==> src/common/acs_params.svh <==
// constants for the conversion sequencer: offsets, fields, resets, timing
`ifndef ACS_PARAMS_SVH
`define ACS_PARAMS_SVH

// -----------------------------------------------------------------
// register byte offsets
// -----------------------------------------------------------------
`define ACS_ADDR_SETUP 8'h00
`define ACS_ADDR_CONFIG 8'h04
`define ACS_ADDR_DIAG 8'h08
`define ACS_ADDR_CAL 8'h0c
`define ACS_ADDR_RES_SHUNT 8'h10
`define ACS_ADDR_RES_BUS 8'h14
`define ACS_ADDR_RES_TEMP 8'h18
`define ACS_ADDR_RES_CUR 8'h1c
`define ACS_ADDR_RES_PWR 8'h20

// -----------------------------------------------------------------
// field positions
// -----------------------------------------------------------------
`define ACS_SETUP_W 17
`define ACS_DLY_W 8
`define ACS_DIAG_DONE_BIT 0

// -----------------------------------------------------------------
// reset values
// -----------------------------------------------------------------
`define ACS_SETUP_RST 17'h029be
`define ACS_DLY_RST 8'h00
`define ACS_CAL_RST 16'h0000

// -----------------------------------------------------------------
// timing
// -----------------------------------------------------------------
`define ACS_CLK_NS 10
`define ACS_US_CYC (1000 / `ACS_CLK_NS)
`define ACS_DLY_STEP_MS 2
`define ACS_DLY_STEP_CYC (`ACS_DLY_STEP_MS * 1000000 / `ACS_CLK_NS)
`define ACS_CT_MIN_US 50
`define ACS_CT_MAX_US 4120
`define ACS_CUR_SHIFT 11

`endif

==> src/common/acs_pkg.sv <==
// types shared by the conversion sequencer modules
package acs_pkg;

    // -----------------------------------------------------------------
    // operating mode and sequencer states
    // -----------------------------------------------------------------
    typedef enum logic [1:0] {
        ACS_OP_OFF = 2'h0,
        ACS_OP_TRIG = 2'h1,
        ACS_OP_CONT = 2'h2,
        ACS_OP_CONT2 = 2'h3
    } acs_op_e;

    typedef enum {S_OFF, S_START, S_DELAY, S_CONV, S_WRAP, S_SETTLE, S_FIN} acs_state_e;

    typedef logic signed [15:0] acs_sample_t;

    // converter setup register layout, msb first
    typedef struct packed {
        logic [2:0] avg_code;   // [16:14] averaging count code
        logic [2:0] ct_temp;    // [13:11] temperature time code
        logic [2:0] ct_bus;     // [10:8] bus time code
        logic [2:0] ct_shunt;   // [7:5] shunt time code
        logic [2:0] enables;    // [4:2] temp, bus, shunt
        acs_op_e op;            // [1:0] operating mode
    } acs_setup_s;

    // derived current and power pair
    typedef struct packed {
        logic signed [15:0] current;
        logic signed [23:0] power;
    } acs_calc_s;

endpackage : acs_pkg

==> src/design/acs_math.sv <==
// background current and power computation, two register stages
`timescale 1ns/100ps
`include "acs_params.svh"
module acs_math
    import acs_pkg::*;
(
    input wire logic mclk,
    input wire logic reset,
    input wire logic go,             // bus sample landed, or shunt sample with bus disabled
    input wire acs_sample_t shunt,
    input wire acs_sample_t bus,
    input wire logic [15:0] cal,     // shunt scaling value
    output acs_calc_s calc,          // newest current and power
    output logic valid               // pulse two cycles after go
);

    logic signed [15:0] cur_reg;     // stage one: current
    logic signed [15:0] cur_next;
    logic signed [23:0] pwr_reg;     // stage two: power
    logic signed [23:0] pwr_next;
    logic [1:0] vld_reg;
    logic [1:0] vld_next;
    logic signed [32:0] cur_prod;
    logic signed [31:0] pwr_prod;

    // -----------------------------------------------------------------
    // arithmetic
    // -----------------------------------------------------------------
    // power uses the current of the stage before, with the latest bus
    always_comb
    begin
        cur_prod = shunt * $signed({1'b0, cal});
        pwr_prod = cur_reg * bus;
        cur_next = go ? 16'(cur_prod >>> `ACS_CUR_SHIFT) : cur_reg;
        pwr_next = pwr_reg;
        if (vld_reg[0])
            pwr_next = (cal == 16'h0) ? 24'sh0 : 24'(pwr_prod >>> 8);
        vld_next = {vld_reg[0], go};
    end

    always_ff @(posedge mclk or posedge reset)
    begin
        if (reset)
        begin
            cur_reg <= 16'sh0;
            pwr_reg <= 24'sh0;
            vld_reg <= 2'h0;
        end
        else
        begin
            cur_reg <= cur_next;
            pwr_reg <= pwr_next;
            vld_reg <= vld_next;
        end
    end

    assign calc = '{current: cur_reg, power: pwr_reg};
    assign valid = vld_reg[1];

endmodule : acs_math

==> src/design/acs_sequencer.sv <==
// conversion sequencer top: apb registers, input stepping, averaging
`timescale 1ns/100ps
`include "acs_params.svh"
module acs_sequencer
    import acs_pkg::*;
#(
    parameter int US_CYC = `ACS_US_CYC,               // cycles per microsecond
    parameter int DLY_STEP_CYC = `ACS_DLY_STEP_CYC     // cycles per delay step
)
(
    input wire logic mclk,
    input wire logic reset,
    input wire logic psel,
    input wire logic penable,
    input wire logic pwrite,
    input wire logic [7:0] paddr,
    input wire logic [31:0] pwdata,
    input wire acs_sample_t sample_in,   // filtered result of the front end
    output logic [31:0] prdata,
    output logic pready,
    output logic pslverr,
    output logic [1:0] mux_sel,          // 0 shunt, 1 bus, 2 temperature
    output logic converting              // a conversion period is running
);

    // -----------------------------------------------------------------
    // encodings
    // -----------------------------------------------------------------
    // conversion time per code, microseconds
    function automatic int ct_us(input logic [2:0] code);
        case (code)
            3'h0: ct_us = `ACS_CT_MIN_US;
            3'h1: ct_us = 100;
            3'h2: ct_us = 200;
            3'h3: ct_us = 400;
            3'h4: ct_us = 800;
            3'h5: ct_us = 1052;
            3'h6: ct_us = 2060;
            default: ct_us = `ACS_CT_MAX_US;
        endcase
    endfunction : ct_us

    // averaging count as a power of two: 1,2,4,8,16,64,256,1024
    function automatic logic [3:0] avg_shift(input logic [2:0] code);
        case (code)
            3'h5: avg_shift = 4'd6;
            3'h6: avg_shift = 4'd8;
            3'h7: avg_shift = 4'd10;
            default: avg_shift = {1'b0, code};
        endcase
    endfunction : avg_shift

    // lowest enabled input at or above start; bit 2 flags none found
    function automatic logic [2:0] next_ch(input logic [2:0] en, input logic [1:0] start);
        next_ch = 3'h4;
        for (int i = 2; i >= 0; i--)
            if (en[i] && (i >= start))
                next_ch = 3'(i);
    endfunction : next_ch

    // -----------------------------------------------------------------
    // state
    // -----------------------------------------------------------------
    acs_setup_s setup_reg, setup_next;      // converter setup
    logic [7:0] dly_reg, dly_next;          // start delay field
    logic [15:0] cal_reg, cal_next;         // shunt scaling
    logic done_flag_reg, done_flag_next;    // conversion done flag
    acs_sample_t res_reg [3];               // shunt, bus, temp results
    acs_sample_t res_next [3];
    logic signed [31:0] acc_reg [3];        // input accumulators
    logic signed [31:0] acc_next [3];
    logic signed [15:0] cur_res_reg, cur_res_next;
    logic signed [23:0] pwr_res_reg, pwr_res_next;
    logic signed [31:0] cur_acc_reg, cur_acc_next;
    logic signed [39:0] pwr_acc_reg, pwr_acc_next;
    acs_sample_t shunt_reg, shunt_next;     // latest raw shunt sample
    acs_sample_t bus_reg, bus_next;         // latest raw bus sample
    acs_state_e state_reg, state_next;
    logic [1:0] ch_reg, ch_next;            // input being converted
    logic [10:0] pass_reg, pass_next;       // completed passes
    logic [31:0] prdata_reg, prdata_next;
    logic pready_reg, pready_next;
    logic pslverr_reg, pslverr_next;
    logic conv_reg, conv_next;

    logic tmr_load;                         // timer start
    logic [31:0] tmr_count;
    logic tmr_done;
    logic math_go;
    acs_calc_s math_calc;
    logic math_valid;

    // bus phases
    logic acc_phase;                        // access phase, answer pending
    logic xfer;                             // transfer completes this edge
    logic mapped;
    logic setup_wr;
    logic [3:0] shift;
    logic [2:0] nx;

    acs_timer u_timer (
        .mclk(mclk),
        .reset(reset),
        .load(tmr_load),
        .count(tmr_count),
        .done(tmr_done)
    );

    acs_math u_math (
        .mclk(mclk),
        .reset(reset),
        .go(math_go),
        .shunt(shunt_next),
        .bus(bus_next),
        .cal(cal_reg),
        .calc(math_calc),
        .valid(math_valid)
    );

    // -----------------------------------------------------------------
    // next-state logic
    // -----------------------------------------------------------------
    always_comb
    begin
        acc_phase = psel && penable && !pready_reg;
        xfer = psel && penable && pready_reg;
        mapped = (paddr <= `ACS_ADDR_RES_PWR) && (paddr[1:0] == 2'h0);
        setup_wr = xfer && pwrite && (paddr == `ACS_ADDR_SETUP);
        shift = avg_shift(setup_reg.avg_code);
        // defaults: hold everything
        setup_next = setup_reg;
        dly_next = dly_reg;
        cal_next = cal_reg;
        res_next = res_reg;
        acc_next = acc_reg;
        cur_res_next = cur_res_reg;
        pwr_res_next = pwr_res_reg;
        cur_acc_next = cur_acc_reg;
        pwr_acc_next = pwr_acc_reg;
        shunt_next = shunt_reg;
        bus_next = bus_reg;
        state_next = state_reg;
        ch_next = ch_reg;
        pass_next = pass_reg;
        conv_next = conv_reg;
        tmr_load = 1'b0;
        tmr_count = 32'h1;
        math_go = 1'b0;
        nx = 3'h4;
        // one wait state, then answer
        pready_next = acc_phase;
        pslverr_next = acc_phase && !mapped;
        prdata_next = 32'h0;
        if (acc_phase && !pwrite)
        begin
            case (paddr)
                `ACS_ADDR_SETUP: prdata_next = 32'(setup_reg);
                `ACS_ADDR_CONFIG: prdata_next = 32'(dly_reg);
                `ACS_ADDR_DIAG: prdata_next = 32'(done_flag_reg);
                `ACS_ADDR_CAL: prdata_next = 32'(cal_reg);
                `ACS_ADDR_RES_SHUNT: prdata_next = 32'($unsigned(res_reg[0]));
                `ACS_ADDR_RES_BUS: prdata_next = 32'($unsigned(res_reg[1]));
                `ACS_ADDR_RES_TEMP: prdata_next = 32'($unsigned(res_reg[2]));
                `ACS_ADDR_RES_CUR: prdata_next = 32'($unsigned(cur_res_reg));
                `ACS_ADDR_RES_PWR: prdata_next = 32'($unsigned(pwr_res_reg));
                default: prdata_next = 32'h0;
            endcase
        end
        // register writes, allowed in every state
        if (xfer && pwrite)
        begin
            case (paddr)
                `ACS_ADDR_SETUP: setup_next = acs_setup_s'(pwdata[`ACS_SETUP_W-1:0]);
                `ACS_ADDR_CONFIG: dly_next = pwdata[`ACS_DLY_W-1:0];
                `ACS_ADDR_CAL: cal_next = pwdata[15:0];
                default: ;
            endcase
        end
        // background current and power accumulation
        if (math_valid)
        begin
            cur_acc_next = cur_acc_reg + 32'(math_calc.current);
            pwr_acc_next = pwr_acc_reg + 40'(math_calc.power);
        end
        // sequencer
        case (state_reg)
            S_OFF:
                conv_next = 1'b0;
            S_START:
            begin
                if (dly_reg == 8'h0)
                    state_next = S_WRAP;
                else
                begin
                    tmr_load = 1'b1;
                    tmr_count = 32'(dly_reg) * 32'(DLY_STEP_CYC);
                    state_next = S_DELAY;
                end
            end
            S_DELAY:
                if (tmr_done)
                    state_next = S_WRAP;
            S_CONV:
            begin
                if (tmr_done && !setup_wr)
                begin
                    // sample taken after the filter settled over the period
                    if (shift == 4'h0)
                        res_next[ch_reg] = sample_in;
                    else
                        acc_next[ch_reg] = acc_reg[ch_reg] + 32'(sample_in);
                    if (ch_reg == 2'h0)
                        shunt_next = sample_in;
                    if (ch_reg == 2'h1)
                        bus_next = sample_in;
                    math_go = (ch_reg == 2'h1) || (ch_reg == 2'h0 && !setup_reg.enables[1]);
                    nx = (ch_reg == 2'h2) ? 3'h4 : next_ch(setup_reg.enables, ch_reg + 2'h1);
                    if (!nx[2])
                    begin
                        ch_next = nx[1:0];
                        tmr_load = 1'b1;
                        tmr_count = 32'(ct_us(nx[1:0] == 2'h0 ? setup_reg.ct_shunt :
                            nx[1:0] == 2'h1 ? setup_reg.ct_bus : setup_reg.ct_temp) * US_CYC);
                    end
                    else
                    begin
                        state_next = S_SETTLE;
                        conv_next = 1'b0;
                    end
                end
            end
            S_SETTLE:
                state_next = S_FIN; // let the power stage finish
            S_FIN:
            begin
                pass_next = pass_reg + 11'h1;
                state_next = S_WRAP;
                if ((pass_reg + 11'h1) == (11'h1 << shift))
                begin
                    for (int i = 0; i < 3; i++)
                    begin
                        if (setup_reg.enables[i] && shift != 4'h0)
                            res_next[i] = 16'(acc_reg[i] >>> shift);
                        acc_next[i] = 32'sh0;
                    end
                    // sums include a sample that lands in this cycle
                    cur_res_next = 16'(cur_acc_next >>> shift);
                    pwr_res_next = 24'(pwr_acc_next >>> shift);
                    cur_acc_next = 32'sh0;
                    pwr_acc_next = 40'sh0;
                    pass_next = 11'h0;
                    if (setup_reg.op == ACS_OP_TRIG)
                        state_next = S_OFF;
                end
            end
            default: // S_WRAP: begin a pass at the first enabled input
            begin
                nx = next_ch(setup_reg.enables, 2'h0);
                if (nx[2])
                    state_next = S_OFF;
                else
                begin
                    ch_next = nx[1:0];
                    tmr_load = 1'b1;
                    tmr_count = 32'(ct_us(nx[1:0] == 2'h0 ? setup_reg.ct_shunt :
                        nx[1:0] == 2'h1 ? setup_reg.ct_bus : setup_reg.ct_temp) * US_CYC);
                    state_next = S_CONV;
                    conv_next = 1'b1;
                end
            end
        endcase
        // a mode write overrides the sequence in any state
        if (setup_wr)
        begin
            acc_next = '{default: 32'sh0};
            cur_acc_next = 32'sh0;
            pwr_acc_next = 40'sh0;
            pass_next = 11'h0;
            conv_next = 1'b0;
            tmr_load = 1'b1;
            tmr_count = 32'h0;
            state_next = (setup_next.op == ACS_OP_OFF) ? S_OFF : S_START;
        end
        // done flag: set wins over a diag read clear; a setup write blocks the set
        done_flag_next = done_flag_reg;
        if ((setup_wr && setup_next.op != ACS_OP_OFF)
            || (acc_phase && !pwrite && paddr == `ACS_ADDR_DIAG))
            done_flag_next = 1'b0;
        if (state_reg == S_FIN && (pass_reg + 11'h1) == (11'h1 << shift) && !setup_wr)
            done_flag_next = 1'b1;
    end

    // -----------------------------------------------------------------
    // registers
    // -----------------------------------------------------------------
    always_ff @(posedge mclk or posedge reset)
    begin
        if (reset)
        begin
            setup_reg <= acs_setup_s'(`ACS_SETUP_RST);
            dly_reg <= `ACS_DLY_RST;
            cal_reg <= `ACS_CAL_RST;
            done_flag_reg <= 1'b0;
            res_reg <= '{default: 16'sh0};
            acc_reg <= '{default: 32'sh0};
            cur_res_reg <= 16'sh0;
            pwr_res_reg <= 24'sh0;
            cur_acc_reg <= 32'sh0;
            pwr_acc_reg <= 40'sh0;
            shunt_reg <= 16'sh0;
            bus_reg <= 16'sh0;
            state_reg <= S_START;
            ch_reg <= 2'h0;
            pass_reg <= 11'h0;
            prdata_reg <= 32'h0;
            pready_reg <= 1'b0;
            pslverr_reg <= 1'b0;
            conv_reg <= 1'b0;
        end
        else
        begin
            setup_reg <= setup_next;
            dly_reg <= dly_next;
            cal_reg <= cal_next;
            done_flag_reg <= done_flag_next;
            res_reg <= res_next;
            acc_reg <= acc_next;
            cur_res_reg <= cur_res_next;
            pwr_res_reg <= pwr_res_next;
            cur_acc_reg <= cur_acc_next;
            pwr_acc_reg <= pwr_acc_next;
            shunt_reg <= shunt_next;
            bus_reg <= bus_next;
            state_reg <= state_next;
            ch_reg <= ch_next;
            pass_reg <= pass_next;
            prdata_reg <= prdata_next;
            pready_reg <= pready_next;
            pslverr_reg <= pslverr_next;
            conv_reg <= conv_next;
        end
    end

    assign prdata = prdata_reg;
    assign pready = pready_reg;
    assign pslverr = pslverr_reg;
    assign mux_sel = ch_reg;
    assign converting = conv_reg;

endmodule : acs_sequencer

==> src/design/acs_timer.sv <==
// down counter timing delays and conversion periods
`timescale 1ns/100ps
module acs_timer
    import acs_pkg::*;
(
    input wire logic mclk,
    input wire logic reset,
    input wire logic load,         // start a new period
    input wire logic [31:0] count, // period length in cycles, zero stops the timer
    output logic done               // one cycle pulse at period end
);

    logic [31:0] cnt_reg;  // cycles left
    logic [31:0] cnt_next;

    // -----------------------------------------------------------------
    // counting
    // -----------------------------------------------------------------
    // a load restarts the count, so an aborted period never ends late
    always_comb
    begin
        if (load)
            cnt_next = count;
        else if (cnt_reg != 32'h0)
            cnt_next = cnt_reg - 32'h1;
        else
            cnt_next = 32'h0;
    end

    always_ff @(posedge mclk or posedge reset)
    begin
        if (reset)
            cnt_reg <= 32'h0;
        else
            cnt_reg <= cnt_next;
    end

    // no load term here: the sequencer derives load from done
    assign done = (cnt_reg == 32'h1);

endmodule : acs_timer

==> config.mk <==
export PLATFORM = sky130hd
export DESIGN_NAME = acs_sequencer
export DESIGN_NICKNAME = d
export VERILOG_FILES = /design/src/common/acs_pkg.sv /design/src/design/acs_math.sv /design/src/design/acs_sequencer.sv /design/src/design/acs_timer.sv
export VERILOG_INCLUDE_DIRS = /design/src /design/src/common
export SDC_FILE = /design/constraint.sdc
export NUM_CORES = 2
export LEC_CHECK = 0
export BUFFER_PORTS_ARGS = -buffer_cell sky130_fd_sc_hd__buf_2
export CORE_MARGIN = 10
export CORE_UTILIZATION = 38
export DETAILED_ROUTE_END_ITERATION = 6
export GPL_ROUTABILITY_DRIVEN = 0
export HOLD_SLACK_MARGIN = 0.06
export PLACE_DENSITY = 0.6
export REMOVE_ABC_BUFFERS = 1
export SLEW_MARGIN = 20
export SYNTH_ARGS = -nofsm -noshare
export SYNTH_HDL_FRONTEND = slang
export SYNTH_SLANG_ARGS = --single-unit
==> constraint.sdc <==
create_clock -name mclk -period 15.15 [get_ports mclk]
set_input_delay 0.7575 -clock mclk [delete_from_list [all_inputs] [get_ports mclk]]
set_output_delay 0.7575 -clock mclk [all_outputs]
set_load 0.01 [all_outputs]
Word-level counts from Yosys, hierarchy flattened --
Index checks and enable logic that the tools add are counted.
Operators by class: $add $sub $neg 6, multiply operators 5, magnitude comparators 6, eq/ne operators 52, shift operators 6, muxes and demuxes 102, bitwise gates (word level) 2, reduce and logical (&&, ||, !) cells 62
Operators by type and width (count):
- $mux W32 | 22
- $mux W96 | 4
- $pmux W24 S9 | 1
- $pmux W32 S6 | 1
- $pmux W96 S2 | 1
- $pmux W13 S7 | 2
- $mux W16 | 10
- $mux W40 | 4
- $mux W48 | 3
- $sshr A32 B4 Y16 | 4
- $bwmux W96 | 1
- $pmux W32 S3 | 1
- $pmux W48 S2 | 1
- $add A32 B16 Y32 | 2
- $bmux W32 S2 | 1
- $demux W32 S2 | 1
- $eq A32 B1 Y1 const B | 2
- $eq A32 B2 Y1 const B | 2
- $eq A32 B3 Y1 const B | 2
- $mul A32 B6 Y30 const B | 2
- $mux W3 | 17
- $bwmux W48 | 1
- $mux W24 | 2
- $add A40 B24 Y40 | 1
- 57 further kinds | 153
Word-level totals: bits in registers 484, input bits 61, output and inout port bits 37, logic and storage cells 273

Longest topological paths before layout --
depth after elaboration 23, depth in mapped cells 33

Hierarchy --
Synthesis repeated with hierarchy kept, for this count alone.
Second synthesis, totals: cells, all modules 5527, area, all modules 48763.0 µm²
By module, submodules not included:
- acs_sequencer | times used 1, cells an instance 3254, area each 28177.0 µm², seq. area each 8595.7 µm²
- acs_math | times used 1, cells an instance 2061, area each 18720.5 µm², seq. area each 1051.0 µm²
- acs_timer | times used 1, cells an instance 212, area each 1865.5 µm², seq. area each 800.8 µm²

Least setup slack after synthesis --
No wires, ideal clock.
kind input -> register, from in paddr[5], to reg u_math.pwr_reg[23], arrival 8.227 ns, required time 15.018 ns, path slack 6.790 ns, cell stages on the path 30, buffers on the path 4, cells stage by stage or4_1 clkbuf_1 nor2_2 and2_1 buf_2 nor3_2 clkbuf_1 mux2_2 buf_2 nand2_1 inv_1 fa_1 fa_1 fa_1 fa_1 fa_1 inv_1 fa_1 inv_1 ha_1 a21o_1 a21o_1 a21oi_1 o22a_1 o21ai_2 o41ai_4 o2111ai_1 a21oi_1 xnor2_1 o22ai_1
Between the ends: longest elaborated chain between the ends 8
Ends and longest elaborated chain:
- start: declaration | line acs_sequencer.sv:16 | input wire logic [7:0] paddr,
- $logic_not A8 Y1
- $logic_and A1 B1 Y1 | line acs_sequencer.sv:128 | setup_wr = xfer && pwrite && (paddr == `ACS_ADDR_SETUP);
- $logic_not A1 Y1 | line acs_sequencer.sv:205 | if (tmr_done && !setup_wr)
- $logic_and A1 B1 Y1 | line acs_sequencer.sv:205
- $mux W16 | line acs_sequencer.sv:205
- $mux W16 | line acs_sequencer.sv:186 | case (state_reg)
- named net bus_next[1] | line acs_sequencer.sv:77 | acs_sample_t bus_reg, bus_next;
- $mul A16 B16 Y32 | line acs_math.sv:33 | pwr_prod = cur_reg * bus;
- $mux W24 | line acs_math.sv:37 | pwr_next = (cal == 16'h0) ? 24'sh0 : 24'(pwr_prod >>> 8);
- end signal: assignment | line acs_math.sv:52 | pwr_reg <= pwr_next;
- end: declaration | line acs_math.sv:19 | logic signed [23:0] pwr_reg;
The timed path passes the listed nets, and every way through them passes these cells. A chain may end at the register's enable or synchronous reset.

Final worst setup path --
from reg ch_reg[1] (netlist: mux_sel[1]), to reg u_math.cur_reg[7]
Between the ends: longest elaborated chain between the ends 5, elaborated cells between the ends (all ways) 10
Ends and longest elaborated chain:
- start: declaration | line acs_sequencer.sv:79 | logic [1:0] ch_reg, ch_next;
- start signal: assignment | line acs_sequencer.sv:335 | ch_reg <= ch_next;
- $logic_not A2 Y1 | line acs_sequencer.sv:212, acs_sequencer.sv:216
- $mux W16 or $logic_and A1 B1 Y1 (tied branches) | line acs_sequencer.sv:212, acs_sequencer.sv:216
- $mux W16 or $logic_or A1 B1 Y1 (tied branches) | line acs_sequencer.sv:205, acs_sequencer.sv:216
- $mux W16 or $mux W1 (tied branches) | line acs_sequencer.sv:186, acs_sequencer.sv:205
- $mul A16 B17 Y27 or $mux W1 (tied branches) | line acs_math.sv:32, acs_sequencer.sv:186
- end signal: assignment | line acs_math.sv:51 | cur_reg <= cur_next;
- end: declaration | line acs_math.sv:17 | logic signed [15:0] cur_reg;
Parallel ways exist; a longest one is shown, timed or not.

==> reports/qor.yml <==
outcome:
  status: "finished, violations left"
  violations: "DRC"
sta:
  setup_tns_ns: 0
  finalSetupViolations: 0
  hold_viol: 0
  fin_skew_ns: 0.0834
  rsz0062_at_grt: "no"
  setup_slack_ns: 5.05
  slew_viol_final: 0
  finalCritPeriodShare: 0.666
  tightestPinTransition_ns: 1.20
  period_minus_slack_ns: 10.10
  timing.slew.headroom: 0.196
  fmax_ghz: 0.0991
routing:
  ant_nets: 0
  routed_wl_mm: 149
  drc_errors: 11
  viasPerCell: 5.65
  first_iter_violations: 3463
  routed-via-count: 39900
  first_pass_iters: 7
  routedWlPerCell_um: 21.0
synthesis:
  synth.top_cell.area_share: 0.212
  ys_dominant_reg_cell: "dfrtp_1"
  ys_seq_area_frac: 0.217
  avgSynthCellArea_um2: 8.76
  synthDistinctLibCells: 91
  synthTopCellsByArea: "dfrtp_1, fa_1, ha_1"
  ys_warn_count: 0
  synth-seq-cells: 417
  netlist.top_cell.by_area: "dfrtp_1"
  synth_cells: 5486
  synth-edff-count: 0
  async_reset_ff_frac: 1.00
  synthesis.area_um2: 48100
cts:
  postCtsHoldBufs: 0
  cts-root-buf: "clkbuf_16"
  cts_sinks: 417
  worstSkewPairLatency_ns: 0.68
  clk_path_buf_depth: 3
  htreeDepth: 2
  cts_setup_buffers: 0
  cts_resized: 0
  cts_made_buffers: 50
  clkTransAtPathRegs_ns: 0.07
  tritoncts: "built"
finish:
  syn2layout_area_growth_pct: 7.72
  fin_area_um2: 51800
  num-fill-cells: 12500
  largest_reg_flops: 78
  drive_gt1_frac: 0.0721
  layout.nets: 6294
  finish.utilization: 0.412
setup_path:
  worstReg2RegEnd: "u_math.cur_reg[7]"
  critPathCaptureType: "flop"
  critical_path_class: "reg2reg"
  cp.required_ns: 15.64
  cpMostUsedCell: "inv_1"
  crit_slowest_cell: "ha_1"
  ff2ff_path_depth: 29
  start_kind: "flop"
  cp_num_buf_inv: 7
  r2r_setup_slack_ns: 5.05
  slowest_delay_ns: 0.90
  cpLargestDelayFamily: "adder cells"
  cp_data_arrival_time_ns: 10.58
  reg2reg_from: "mux_sel[1]"
  crit_fanout: 31
floorplanning:
  die_y_um: 376
  io_pins: 98
  rows: 130
  core_um2: 126000
  start_util: 0.383
  die_w_um: 376
  dieArea_um2: 141000
placement:
  portBuffers: 74
  dp_hpwl_mm: 111
  dpl_worst_slack_ns: 5.03
  place_area_um2: 50000
grt:
  grt_usage: 0.207
  grt_max_degree: 103
  grt_pass1_vias: 40200
  grt_first_pass_wirelength_mm: 235
  overflow: 0
  antenna_found_initial: 15
pwr:
  p_total_uw: 3430
  leakagePower_uw: 0.0252
  peakVddDrop_mv: 0.0829
  powerDensity_nw_per_um2: 66.2
min_path:
  hold_class: "in2async"
run:
  maxCapViolCount: 0
-- cell usage after synthesis, drive strengths merged, types with 11 or more instances --
| library cell | number |
|---|---|
| buf | 49 |
| ha | 382 |
| mux2 | 66 |
| xnor2 | 110 |
| inv | 659 |
| nor2 | 389 |
| a21oi | 296 |
| and2 | 215 |
| mux2i | 209 |
| a221oi | 13 |
| o221ai | 13 |
| o211ai | 27 |
| a22oi | 37 |
| nor3 | 63 |
| a31oi | 93 |
| o21bai | 20 |
| a222oi | 28 |
| o22ai | 52 |
| nand3 | 57 |
| fa | 472 |
| and4 | 11 |
| xor2 | 74 |
| nor2b | 48 |
| dfrtp | 407 |
| clkbuf | 259 |
| o21ai | 217 |
| nand2 | 675 |
| a21o | 50 |
| a22o | 34 |
| or2 | 30 |
| o31ai | 13 |
| o21a | 26 |
| nand3b | 16 |
| and3 | 39 |
| or3 | 18 |
| or4 | 11 |
| a211o | 16 |
| nand4 | 17 |
| nand2b | 24 |
| a211oi | 90 |
| nor4 | 24 |
-- cells by family after synthesis --
| kind of cell | after synthesis | synth area share |
|---|---|---|
| AND/OR/NAND/NOR | 1647 | 0.159 |
| AO/OA/AOI/OAI | 1128 | 0.154 |
| other | 1 | 0.0000780 |
| adder cells (fa/ha/maj) | 854 | 0.296 |
| XOR/XNOR | 185 | 0.0340 |
| multiplexers | 285 | 0.0637 |
| flip-flops | 417 | 0.217 |
| buffers and inverters | 969 | 0.0765 |
-- report_power, final --
group          internal [µW]  switching [µW]
logic                    308             476
registers               1220             110
clock network            765             548
-- routing by layer --
layer | part of all wire | vias up | global-route usage
met4 | 0.036 | 20 | 0.0687
met3 | 0.071 | 293 | 0.0335
met5 | 0.00094 | - | 0
met2 | 0.46 | 1291 | 0.341
li1 | - | 18300 | -
met1 | 0.43 | 20100 | 0.276
-- worst max-delay path by stage --
stage,start,to,slack (ns),cells after the start
global placement,mux_sel[1],u_math.cur_reg[7],4.81,29
detailed placement,mux_sel[1],u_math.cur_reg[7],5.03,29
floorplan,reset,acc_reg[0],2.80,1
CTS,mux_sel[1],u_math.cur_reg[7],5.04,29
finish,mux_sel[1],u_math.cur_reg[7],5.05,29
global route,mux_sel[1],u_math.cur_reg[7],4.57,29
-- layout make-up --
type | instances | area [µm²] | share of cell area
multi-input cells | 4107 | 34100 | 0.659
flip-flops and latches | 417 | 10500 | 0.202
inverters | 661 | 2490 | 0.0481
well taps | 1650 | 2060 | 0.0399
clock buffers | 72 | 1430 | 0.0277
repair buffers | 142 | 888 | 0.0172
clock inverters | 22 | 328 | 0.00633
diodes | 2 | 5.00 | 0.0000966
-- metrics by stage --
stage | instances | hold slack [ns]
final | 7073 | 0.206
after global routing | 7071 | 0.261
after CTS | 7071 | 0.238
after detailed placement | 6977 | 0.468
after global placement | 6976 | 0.460
after floorplan | 5185 | 0.440
-- worst register-to-register path: cells and delay by family, from the launching register on --
kind	cells	cell delay [ns]
adder cells (fa/ha/maj)	8	3.82
AO/OA/AOI/OAI	10	2.73
AND/OR/NAND/NOR	3	1.47
flip-flops	1	0.78
buffers and inverters	7	0.57
multiplexers	1	0.57
-- placed cells by master (no fill, tap or decap), drive strengths merged, types with 26 or more instances in the layout --
| master | Yosys | layout |
|---|---|---|
| xnor2 | 110 | 110 |
| and2 | 215 | 215 |
| or2 | 30 | 30 |
| nor2 | 389 | 389 |
| o211ai | 27 | 27 |
| a22o | 34 | 34 |
| nor2b | 48 | 48 |
| a31oi | 93 | 93 |
| ha | 382 | 382 |
| a22oi | 37 | 37 |
| o21a | 26 | 26 |
| o21ai | 217 | 217 |
| a211oi | 90 | 90 |
| xor2 | 74 | 74 |
| nor3 | 63 | 63 |
| and3 | 39 | 39 |
| clkbuf | 259 | 72 |
| mux2 | 66 | 66 |
| mux2i | 209 | 209 |
| nand2 | 675 | 675 |
| a21o | 50 | 50 |
| a222oi | 28 | 28 |
| o22ai | 52 | 52 |
| buf | 49 | 142 |
| fa | 472 | 472 |
| inv | 659 | 661 |
| dfrtp | 407 | 407 |
| nand3 | 57 | 57 |
| a21oi | 296 | 296 |
Power figures use the tool's default switching activity.
